<file path="src/include/fcq_pkg.sv">
// Package for the flash query and unprotect host controller.
// Assumes a 25 MHz ref_clk and an asynchronous parallel NOR flash.
package fcq_pkg;
   // ****************************************************************
   // Timing
   // ****************************************************************
   localparam int unsigned CLK_PERIOD_NS     = 40;
   localparam int unsigned ACCESS_TIME_NS    = 70;
   localparam int unsigned SLEEP_EXTRA_NS    = 30;
   localparam int unsigned STROBE_NS         = 80;
   localparam int unsigned ACCESS_CYCLES     = (ACCESS_TIME_NS + CLK_PERIOD_NS - 1) / CLK_PERIOD_NS;
   localparam int unsigned STROBE_CYCLES     = (STROBE_NS + CLK_PERIOD_NS - 1) / CLK_PERIOD_NS;
   localparam int unsigned SLEEP_CYCLES      =
      (ACCESS_TIME_NS + SLEEP_EXTRA_NS + CLK_PERIOD_NS - 1) / CLK_PERIOD_NS;
   // ****************************************************************
   // Bus widths and command values
   // ****************************************************************
   localparam int unsigned ADDR_W            = 20;
   localparam int unsigned DATA_W            = 16;
   localparam logic [7:0]  CMD_QUERY         = 8'h98;
   localparam logic [7:0]  CMD_RESET         = 8'hf0;
   localparam logic [7:0]  CMD_UNLOCK1       = 8'haa;
   localparam logic [7:0]  CMD_UNLOCK2       = 8'h55;
   localparam logic [19:0] ADDR_QUERY_WORD   = 20'h00055;
   localparam logic [19:0] ADDR_QUERY_BYTE   = 20'h000aa;
   localparam logic [19:0] ADDR_UNLOCK1_WORD = 20'h00555;
   localparam logic [19:0] ADDR_UNLOCK2_WORD = 20'h002aa;
   localparam logic [19:0] ADDR_UNLOCK1_BYTE = 20'h00aaa;
   localparam logic [19:0] ADDR_UNLOCK2_BYTE = 20'h00555;
   localparam logic [19:0] QUERY_ADDR_MASK   = 20'h0007f;
   // ****************************************************************
   // Request kinds
   // ****************************************************************
   typedef enum logic [2:0] {
      FCQ_OP_READ       = 3'b000,
      FCQ_OP_QUERY      = 3'b001,
      FCQ_OP_RESET      = 3'b010,
      FCQ_OP_PROGRAM    = 3'b011,
      FCQ_OP_WRITE_RAW  = 3'b100
   } fcq_op_type;
endpackage

</file>
<file path="src/rtl/fcq_host.sv">
// Host controller that drives a parallel NOR flash over its pins:
// query entry and exit, query reads, unlocked program, and the
// elevated clear-pin request for temporary block unprotect.
// Assumes board logic turns clear_elevated_req into the high voltage.
//
// Summary of operation
// - Elevated clear pin lets protected block groups be programmed or erased.
// - Query entry writes 98h at 55h word or AAh byte mode.
// - Word-mode query reads hold address bit seven and above at zero.
// - Reset command leaves query entered from array read.
// - Query allowed from autoselect; reset then returns to autoselect.
// - Program starts only after the unlock write cycles precede it.
module fcq_host
   import fcq_pkg::*;
(
   input  wire logic              ref_clk,
   input  wire logic              nrst,
   input  wire logic              req_valid,
   output logic                   req_ready,
   input  wire fcq_op_type        req_op,
   input  wire logic [19:0]       req_addr,
   input  wire logic [15:0]       req_wdata,
   input  wire logic              byte_mode,
   input  wire logic              unprotect_req,
   output logic                   rsp_valid,
   output logic [15:0]            rsp_rdata,
   output logic                   clear_elevated_req,
   output logic [19:0]            flash_addr,
   output logic [15:0]            flash_dq_o,
   output logic                   flash_dq_oe,
   input  wire logic [15:0]       flash_dq_i,
   output logic                   flash_ce_n,
   output logic                   flash_oe_n,
   output logic                   flash_we_n
);
   // ****************************************************************
   // State
   // ****************************************************************
   typedef enum logic [2:0] {
      ST_IDLE  = 3'b000,
      ST_RD    = 3'b001,
      ST_WR    = 3'b010,
      ST_WGAP  = 3'b011,
      ST_DONE  = 3'b100
   } fcq_state_type;

   typedef struct packed {
      fcq_state_type st;
      logic [2:0]    cnt;
      logic [1:0]    step;
      logic [1:0]    nsteps;
      logic          rd;
      logic [19:0]   addr;
      logic [15:0]   dout;
      logic [19:0]   tgt_addr;
      logic [15:0]   tgt_data;
      logic          oe_n;
      logic          we_n;
      logic          ce_n;
      logic          dq_oe;
      logic          rsp;
      logic [15:0]   rdata;
      logic          elev;
      logic          qry;      // Host copy of query mode, for address masking
   } fcq_regs_type;

   fcq_regs_type r_q, r_d;
   logic [15:0]  dq_s;
   logic         unprot_s;

   // Data pins and strap-like request come from outside the clock
   genvar gi;
   generate
      for (gi = 0; gi < 16; gi++) begin : g_dq
         fcq_sync u_dq (.ref_clk(ref_clk), .nrst(nrst), .async_in(flash_dq_i[gi]), .sync_out(dq_s[gi]));
      end
   endgenerate
   fcq_sync u_unp (.ref_clk(ref_clk), .nrst(nrst), .async_in(unprotect_req), .sync_out(unprot_s));

   // Unlock address for a given step
   function automatic logic [19:0] unlock_addr(input logic s, input logic bm);
      if (s == 1'b0) unlock_addr = bm ? ADDR_UNLOCK1_BYTE : ADDR_UNLOCK1_WORD;
      else unlock_addr = bm ? ADDR_UNLOCK2_BYTE : ADDR_UNLOCK2_WORD;
   endfunction

   // ****************************************************************
   // Next state
   // ****************************************************************
   always_comb begin
      r_d     = r_q;
      r_d.rsp = 1'b0;
      r_d.elev = unprot_s;
      unique case (r_q.st)
         ST_IDLE: begin
            r_d.ce_n = 1'b1;
            r_d.oe_n = 1'b1;
            r_d.we_n = 1'b1;
            r_d.dq_oe = 1'b0;
            if (req_valid) begin
               r_d.cnt  = '0;
               r_d.step = '0;
               r_d.nsteps = '0;
               r_d.rd   = 1'b0;
               unique case (req_op)
                  FCQ_OP_READ: begin
                     // Upper bits forced low in word-mode query, array reads untouched
                     r_d.addr = (r_q.qry && !byte_mode) ? (req_addr & QUERY_ADDR_MASK) : req_addr;
                     r_d.rd = 1'b1;
                  end
                  FCQ_OP_QUERY: begin
                     // Entry allowed from array read or autoselect
                     r_d.addr = byte_mode ? ADDR_QUERY_BYTE : ADDR_QUERY_WORD;
                     r_d.dout = {8'h00, CMD_QUERY};
                     r_d.qry  = 1'b1;
                  end
                  FCQ_OP_RESET: begin
                     r_d.addr = req_addr;
                     r_d.dout = {8'h00, CMD_RESET};
                     r_d.qry  = 1'b0;
                  end
                  FCQ_OP_PROGRAM: begin
                     // Two unlock writes, the program command, then data
                     r_d.addr = unlock_addr(1'b0, byte_mode);
                     r_d.dout = {8'h00, CMD_UNLOCK1};
                     r_d.nsteps = 2'd3;
                     r_d.tgt_addr = req_addr;
                     r_d.tgt_data = req_wdata;
                  end
                  default: begin
                     r_d.addr = req_addr;
                     r_d.dout = req_wdata;
                  end
               endcase
               r_d.st = r_d.rd ? ST_RD : ST_WR;
            end
         end
         ST_RD: begin
            // Read: address then strobes, sample after access time
            r_d.ce_n = 1'b0;
            r_d.oe_n = 1'b0;
            r_d.cnt  = r_q.cnt + 3'd1;
            if (r_q.cnt == 3'(ACCESS_CYCLES + 2)) begin
               r_d.rdata = dq_s;
               r_d.rsp   = 1'b1;
               r_d.oe_n  = 1'b1;
               r_d.ce_n  = 1'b1;
               r_d.st    = ST_DONE;
            end
         end
         ST_WR: begin
            r_d.ce_n  = 1'b0;
            r_d.we_n  = 1'b0;
            r_d.dq_oe = 1'b1;
            r_d.cnt   = r_q.cnt + 3'd1;
            if (r_q.cnt == 3'(STROBE_CYCLES)) begin
               r_d.we_n = 1'b1;
               r_d.ce_n = 1'b1;
               r_d.cnt  = '0;
               r_d.st   = ST_WGAP;
            end
         end
         ST_WGAP: begin
            r_d.cnt = r_q.cnt + 3'd1;
            if (r_q.cnt == 3'd1) begin
               r_d.dq_oe = 1'b0;
               r_d.cnt = '0;
               if (r_q.step == r_q.nsteps) begin
                  r_d.rsp = 1'b1;
                  r_d.st  = ST_DONE;
               end else begin
                  r_d.step = r_q.step + 2'd1;
                  r_d.st   = ST_WR;
                  unique case (r_q.step)
                     2'd0: begin
                        r_d.addr = unlock_addr(1'b1, byte_mode);
                        r_d.dout = {8'h00, CMD_UNLOCK2};
                     end
                     2'd1: begin
                        r_d.addr = unlock_addr(1'b0, byte_mode);
                        r_d.dout = 16'h00a0;
                     end
                     default: begin
                        r_d.addr = r_q.tgt_addr;
                        r_d.dout = r_q.tgt_data;
                     end
                  endcase
               end
            end
         end
         ST_DONE: r_d.st = ST_IDLE;
         default: r_d.st = ST_IDLE;
      endcase
   end

   // ****************************************************************
   // Register
   // ****************************************************************
   always_ff @(posedge ref_clk or negedge nrst) begin
      if (!nrst) begin
         r_q <= '{st: ST_IDLE, ce_n: 1'b1, oe_n: 1'b1, we_n: 1'b1, default: '0};
      end else begin
         r_q <= r_d;
      end
   end

   // Outputs: address held steady between accesses, which lets the
   // device drop into its low-power sleep on its own
   assign req_ready          = (r_q.st == ST_IDLE);
   assign rsp_valid          = r_q.rsp;
   assign rsp_rdata          = r_q.rdata;
   assign clear_elevated_req = r_q.elev;
   assign flash_addr         = r_q.addr;
   assign flash_dq_o         = r_q.dout;
   assign flash_dq_oe        = r_q.dq_oe;
   assign flash_ce_n         = r_q.ce_n;
   assign flash_oe_n         = r_q.oe_n;
   assign flash_we_n         = r_q.we_n;

   // ****************************************************************
   // Checks
   // ****************************************************************
   property p_no_contention;
      @(posedge ref_clk) disable iff (!nrst) flash_dq_oe |-> flash_oe_n;
   endproperty
   a_no_contention: assert property (p_no_contention) else $error("dq driven while oe low");

   property p_rd_no_we;
      @(posedge ref_clk) disable iff (!nrst) (r_q.st == ST_RD) |-> flash_we_n;
   endproperty
   a_rd_no_we: assert property (p_rd_no_we) else $error("write strobe during read");

   property p_unprot_follow;
      @(posedge ref_clk) disable iff (!nrst) $rose(unprotect_req) |-> ##[2:4] clear_elevated_req;
   endproperty
   a_unprot_follow: assert property (p_unprot_follow) else $error("unprotect not forwarded");

   property p_query_addr;
      @(posedge ref_clk) disable iff (!nrst)
         (req_valid && req_ready && req_op == FCQ_OP_QUERY && !byte_mode) |=> (flash_addr == ADDR_QUERY_WORD);
   endproperty
   a_query_addr: assert property (p_query_addr) else $error("query address wrong");

   property p_prog_unlock;
      @(posedge ref_clk) disable iff (!nrst)
         (req_valid && req_ready && req_op == FCQ_OP_PROGRAM) |=> (flash_dq_o == {8'h00, CMD_UNLOCK1});
   endproperty
   a_prog_unlock: assert property (p_prog_unlock) else $error("program without unlock");

   property p_rd_addr_low;
      @(posedge ref_clk) disable iff (!nrst)
         (req_valid && req_ready && req_op == FCQ_OP_READ && !byte_mode && r_q.qry)
         |=> (flash_addr[19:7] == 13'h0);
   endproperty
   a_rd_addr_low: assert property (p_rd_addr_low) else $error("upper address bits set");

   property p_rd_rsp;
      @(posedge ref_clk) disable iff (!nrst)
         (req_valid && req_ready && req_op == FCQ_OP_READ) |-> ##[5:7] rsp_valid;
   endproperty
   a_rd_rsp: assert property (p_rd_rsp) else $error("read answer late");

   property p_reset_cmd;
      @(posedge ref_clk) disable iff (!nrst)
         (req_valid && req_ready && req_op == FCQ_OP_RESET) |=> (flash_dq_o == {8'h00, CMD_RESET});
   endproperty
   a_reset_cmd: assert property (p_reset_cmd) else $error("reset command wrong");
endmodule // fcq_host

</file>
<file path="src/rtl/fcq_sync.sv">
// Two-stage synchroniser for one level from outside the clock domain.
// Assumes the input changes slowly compared with ref_clk.
module fcq_sync (
   input  wire logic ref_clk,
   input  wire logic nrst,
   input  wire logic async_in,
   output logic      sync_out
);
   logic meta_q;

   // ****************************************************************
   // Two flops; only the second is read outside
   // ****************************************************************
   always_ff @(posedge ref_clk or negedge nrst) begin
      if (!nrst) begin
         meta_q   <= 1'b0;
         sync_out <= 1'b0;
      end else begin
         meta_q   <= async_in;
         sync_out <= meta_q;
      end
   end
endmodule // fcq_sync

</file>
<file path="config.mk">
export PLATFORM = sky130hd
export DESIGN_NAME = fcq_host
export DESIGN_NICKNAME = d
export VERILOG_FILES = /design/src/include/fcq_pkg.sv /design/src/rtl/fcq_host.sv /design/src/rtl/fcq_sync.sv
export SDC_FILE = /design/constraint.sdc
export NUM_CORES = 1
export LEC_CHECK = 0
export ABC_AREA = 1
export BUFFER_PORTS_ARGS = -buffer_cell sky130_fd_sc_hd__buf_2
export CAP_MARGIN = 15
export CORE_UTILIZATION = 28
export CTS_CLUSTER_SIZE = 24
export DETAILED_ROUTE_END_ITERATION = 7
export PLACE_DENSITY = 0.43
export RECOVER_POWER = 25
export REMOVE_ABC_BUFFERS = 1
export SYNTH_ARGS = -nofsm -noshare
export SYNTH_HDL_FRONTEND = slang
export SYNTH_HIERARCHICAL = 1
export SYNTH_SLANG_ARGS = --single-unit
</file>
<file path="constraint.sdc">
create_clock -name ref_clk -period 2.3 [get_ports ref_clk]
set_clock_uncertainty 0.05 [all_clocks]
set_input_delay 0.23 -clock ref_clk [delete_from_list [all_inputs] [get_ports ref_clk]]
set_output_delay 0.23 -clock ref_clk [all_outputs]
set_load 0.01 [all_outputs]
</file>
# After elaboration in Yosys (flattened, before gate mapping)
# Cells that the tools add are included.
[totals]
wordCells = 127
out_inout_bits = 59
reg_bits = 140
[classes]
eq_ne = 17
add_sub_neg = 2
n_mux = 36
n_reduce_logical = 21
[op_table]
columns = ["cell", "count"]
rows = [
  ["case mux 36 bit (2 select lines)", 2],
  ["2-to-1 mux 36 bit", 3],
  ["2-to-1 mux 83 bit", 1],
  ["case mux 16 bit (4 select lines)", 1],
  ["case mux 20 bit (3 select lines)", 1],
  ["case mux 3 bit (4 select lines)", 2],
  ["2-to-1 mux 20 bit", 1],
  ["2-to-1 mux 17 bit", 1],
  ["2-to-1 mux 8 bit", 2],
  ["== test 3 x 2 -> 1 bit (second input constant)", 5],
  ["2-to-1 mux 12 bit", 1],
  ["!= test 2 bit (second input constant)", 6],
  ["2-to-1 mux 11 bit", 1],
  ["2-to-1 mux 2 bit", 5],
  ["== test 3 x 1 -> 1 bit (second input constant)", 3],
  ["case mux 1 bit (2 select lines)", 4],
  ["AND reduction 2 bit", 4],
  ["AND reduction 4 bit", 2],
  ["nonzero test 2 bit", 4],
  ["zero test 3 bit", 2],
  ["2-to-1 mux 3 bit", 2],
  ["2-to-1 mux 6 bit", 1],
  ["case mux 1 bit (3 select lines)", 2],
  ["AND reduction 3 bit", 2],
  ["other kinds (13)", 18],
]

# Depth between registers and ports, before layout
[logic_depth]
depth_word = 7
depth_mapped = 11
depth_no_buf = 10

# Modules after synthesis
# Netlist, hierarchy kept.
[by_module_without_submodules]
columns = ["mod", "seq_area_each_um2", "cells_per_inst", "n_inst", "area_per_inst_um2"]
rows = [
  ["fcq_host", 2606.2, 715, 1, 5449.0],
  ["fcq_sync", 50.0, 2, 17, 50.0],
]

# Worst setup path before layout
# Ideal clock, no wire load.
[synth_timing]
path_type = "register to register"
start = "register r_q[99] (netlist bit)"
end = "register r_q (netlist bit flash_dq_o[3])"
path_stages_with_launch = 11
slack_ns = 0.531
arrival_ns = 1.654
path_cell_list = "dfrtp_1 > buf_2 > inv_2 > ha_1 > or2_0 > nor2_1 > buf_4 > nand2_1 > o21ai_0 > nand2_1 > nand2_1"
[synth_via]
elab_chain_cells = 5
elab_cells_between_ends = 9
[synth_rtl]
columns = ["item", "line", "text"]
rows = [
  ["from (decl)", "fcq_host.sv:67", "fcq_regs_type r_q, r_d;"],
  ["from (signal assigned)", "fcq_host.sv:202", "r_q <= r_d;"],
  ["== test 2 x 1 -> 1 bit or zero test 2 bit (tied branches)", "fcq_host.sv:173", "unique case (r_q.step)"],
  ["case mux 36 bit (2 select lines)", "fcq_host.sv:173", ""],
  ["2-to-1 mux 36 bit", "fcq_host.sv:167", "if (r_q.step == r_q.nsteps) begin"],
  ["2-to-1 mux 36 bit", "fcq_host.sv:164", "if (r_q.cnt == 3'd1) begin"],
  ["case mux 36 bit (2 select lines)", "fcq_host.sv:93", "unique case (r_q.st)"],
]
# Parallel ways exist; a longest one is shown, timed or not. The select of a mux whose other input is x is not followed.
# A chain may end at the register's enable or synchronous reset.

# Worst setup path in the final report
[layout_timing]
start = "register r_q[98] (netlist bit)"
end = "register r_q (netlist bit flash_addr[15])"
# Same word-level chain as after synthesis.

==> flow_metrics.tcl <==
set metrics [dict create \
    regToRegStartpoint "r_q[98]" \
    clock_sinks 138 \
    cts.root.buffer_cell "sky130_fd_sc_hd__clkbuf_16" \
    place.detailed.instances 1089 \
    area.sequential_um2 3460 \
    core_region_area_um2 22000 \
    dr.first_iter.drc_count 274 \
    routed_wl_um 16000 \
    worst_ep_arrival_time_ns 2.28 \
    place.detailed.hpwl_um 10800 \
    grt_first_pass_wirelength_um 26900 \
    grt_busiest_layer "met2" \
    route.antenna.remaining_nets 0 \
    hold_class "input pin to register" \
    numPortBuffers 118 \
    core.rowCount 54 \
    drc 22 \
    fp.dieArea_um2 23100 \
    grt_antenna_before_repair 2 \
    report.final.setup_viol 0 \
    yosysWarningCount 6 \
    design_area_um2 7970 \
    async_reset_ff_share_pct 100 \
    final_standard_cell_count_with_taps_included_and_fillers_excluded 1176 \
    cts-resized-gates 0 \
    largest_net_degree_at_the_start_of_global_routing 53 \
    cp-end-kind "register" \
    setup.reg_to_reg.worst_slack_ns 0.34 \
    worst_ep_required_time_ns 2.62 \
    max_cap_viol_count 0 \
    min_period_ns 1.96 \
    num-nets-final 948 \
    syn_to_final_growth_pct 26.5 \
    drv_slew 0 \
    critPathLaunch "r_q[98]" \
    globalRouteTotalUtil_pct 15.0 \
    max-slew-margin-rel_pct 3.74 \
    clkLatencyLatePin_ns 0.43 \
    timing.setup.critical_path_class "register to register" \
    postCtsSetupBuffers 0 \
    fin_crit_sh_pct 85.3 \
    cts_buf_count 17 \
    rsz0062_at_grt "false" \
    hold_ws_ns 0.0821 \
    max-vdd-ir-drop_mv 0.475 \
    hold_depth 3 \
    firstDrtPassIters 7 \
    die_width_um 152 \
    grt-ovfl-total 0 \
    outcome "finished, violations left" \
    setup.worst_path.start_class "register" \
    clock_tree.buffer_depth 2 \
    yosysSeqAreaShare_pct 54.9 \
    drt-vias-per-instance 4.24 \
    placedInstanceArea_um2 6860 \
    hold_violations 0 \
    power.density_nw_per_um2 1090 \
    tritoncts "built" \
    multi_input_gate_area_in_the_final_layout_um2 2090 \
    netlist_area_um2 6300 \
    grt_use_met3_pct 4.28 \
    wire_per_inst_um 13.6 \
    htreeDepth 4 \
    setup.worst_path.end "flash_addr[15]" \
    number_of_storage_elements_in_the_synthesis_netlist 138 \
    netlist_instances 749 \
    static-leakage-power_nw 4.25 \
    via_count 4991 \
    fillerInstances 2301 \
    mostFrequentLayoutCells "308 x sky130_fd_sc_hd__nand2_1, 135 x sky130_fd_sc_hd__dfrtp_1, 116 x sky130_fd_sc_hd__buf_2" \
    worst-slew-pin-transition_ns 1.44 \
    achievable-frequency_mhz 510 \
    unique_cell_type_count_in_the_yosys_netlist 30 \
    critical_path_peak_fanout 14 \
    yosys_most_used_dff "sky130_fd_sc_hd__dfrtp_1" \
    place_congestion 0.739 \
    synth_area_per_cell_um2 8.41 \
    synth_enable_flop_cells 0 \
    global_route.usage.met2_pct 22.4 \
    violated_checks "design-rule violations" \
    mostFrequentLayoutCell "sky130_fd_sc_hd__nand2_1" \
    drive_gt1_share_pct 21.0 \
    grt_use_met1_pct 21.0 \
    start_util_pct 28.7 \
    worst_r2r_endpoint "flash_addr[15]" \
    die-height_um 152 \
    cts.reportedPaths.clkPinSlew_ns 0.06 \
    ioPinCount 119 \
    first_global_vias 4993 \
    sum_of_negative_setup_slack_ns 0 \
    reg2reg_path_depth 9 \
]
## cells in the mapped netlist, drive strengths merged (2+ instances only)
master,n,area share [%]
nor3,3,0.42
buf,68,7.8
o21ai,91,7.2
a21oi,8,0.70
nand3,24,2.1
ha,6,1.2
nand4,2,0.20
dfstp,3,1.3
inv,64,3.8
dfrtp,135,54
clkbuf,6,0.40
nand2,313,19
or2,2,0.20
nor2,21,1.7
## worst min path at each step
stage          slack, ns  startpoint                  to
2_1_floorplan      -0.12        nrst  clear_elevated_req
5_1_grt             0.08   req_op[0]              r_q[0]
3_3_place_gp        0.19        nrst        rsp_rdata[6]
3_5_place_dp        0.19        nrst        rsp_rdata[6]
4_1_cts             0.05   req_op[0]              r_q[0]
6_report            0.08   req_op[0]              r_q[0]
## logic make-up (layout without fill, tap and decap cells)
kind of cell,Yosys count,after routing,share of synthesized area [%]
AO/OA/AOI/OAI,101,101,8.12
XOR/XNOR,1,1,0.139
adder cells (fa/ha/maj),6,6,1.19
buffers and inverters,138,284,12.0
flip-flops,138,138,54.9
other,0,1,0
AND/OR/NAND/NOR,365,365,23.7
## metal layers
| metal | vias to the layer above | routed length (µm) |
|---|---|---|
| met2 | 120 | 6860 |
| li1 | 2545 | - |
| met1 | 2309 | 8280 |
| met3 | 15 | 746 |
| met4 | 2 | 129 |
| met5 | - | 8 |
## where the power goes
| group | internal [W] | switching (W) |
|---|---|---|
| Sequential | 0.00316 | 0.000341 |
| Clock | 0.00144 | 0.00123 |
| Combinational | 0.000900 | 0.00163 |
## stage by stage
stage | setup slack (ns) | total power, W | utilization [%]
5_1_grt | 0.169 | 0.00937 | 36.3
3_3_place_gp | 0.371 | 0.00603 | 31.3
2_1_floorplan | 0.0169 | 0.00496 | -
3_5_place_dp | 0.342 | 0.00603 | 31.3
4_1_cts | 0.327 | 0.00885 | 36.3
6_report | 0.339 | 0.00870 | 36.3
## state kept, by name (all words and copies together), names as in the netlist
register	flops
clear_elevated_req	1
flash_addr	20
flash_ce_n	1
flash_dq_o	16
flash_dq_oe	1
flash_oe_n	1
flash_we_n	1
g_dq.u_dq/meta_q	16
g_dq.u_dq/sync_out	16
r_q	46
rsp_rdata	16
rsp_valid	1
u_unp/meta_q	1
u_unp/sync_out	1
## what timing repair did
action / in CTS / in global routing
endpoints found under the setup margin: 0 / 0
hold buffers: 54 / 0
endpoints found under the hold margin: 98 / 0
## critical path, stage by stage, from the launching register on
cell	delay [ns]
sky130_fd_sc_hd__dfrtp_1	0.45
sky130_fd_sc_hd__inv_1	0.09
sky130_fd_sc_hd__ha_1	0.21
sky130_fd_sc_hd__or2_0	0.36
sky130_fd_sc_hd__nor2_1	0.18
sky130_fd_sc_hd__buf_4	0.24
sky130_fd_sc_hd__nand2_1	0.07
sky130_fd_sc_hd__o21ai_0	0.10
sky130_fd_sc_hd__nand2_1	0.09
sky130_fd_sc_hd__nand2_1	0.06
## final cells by class
| cell class | count | area share (%) |
|---|---|---|
| Inverter | 64 | 3.01 |
| Antenna cell | 1 | 0.0314 |
| Timing Repair Buffer | 188 | 15.8 |
| Clock inverter | 15 | 1.85 |
| Clock buffer | 17 | 5.34 |
| Multi-Input combinational cell | 473 | 26.2 |
| Sequential cell | 138 | 43.4 |
| Tap cell | 280 | 4.39 |
No activity file was read; power rests on OpenSTA's default activity.
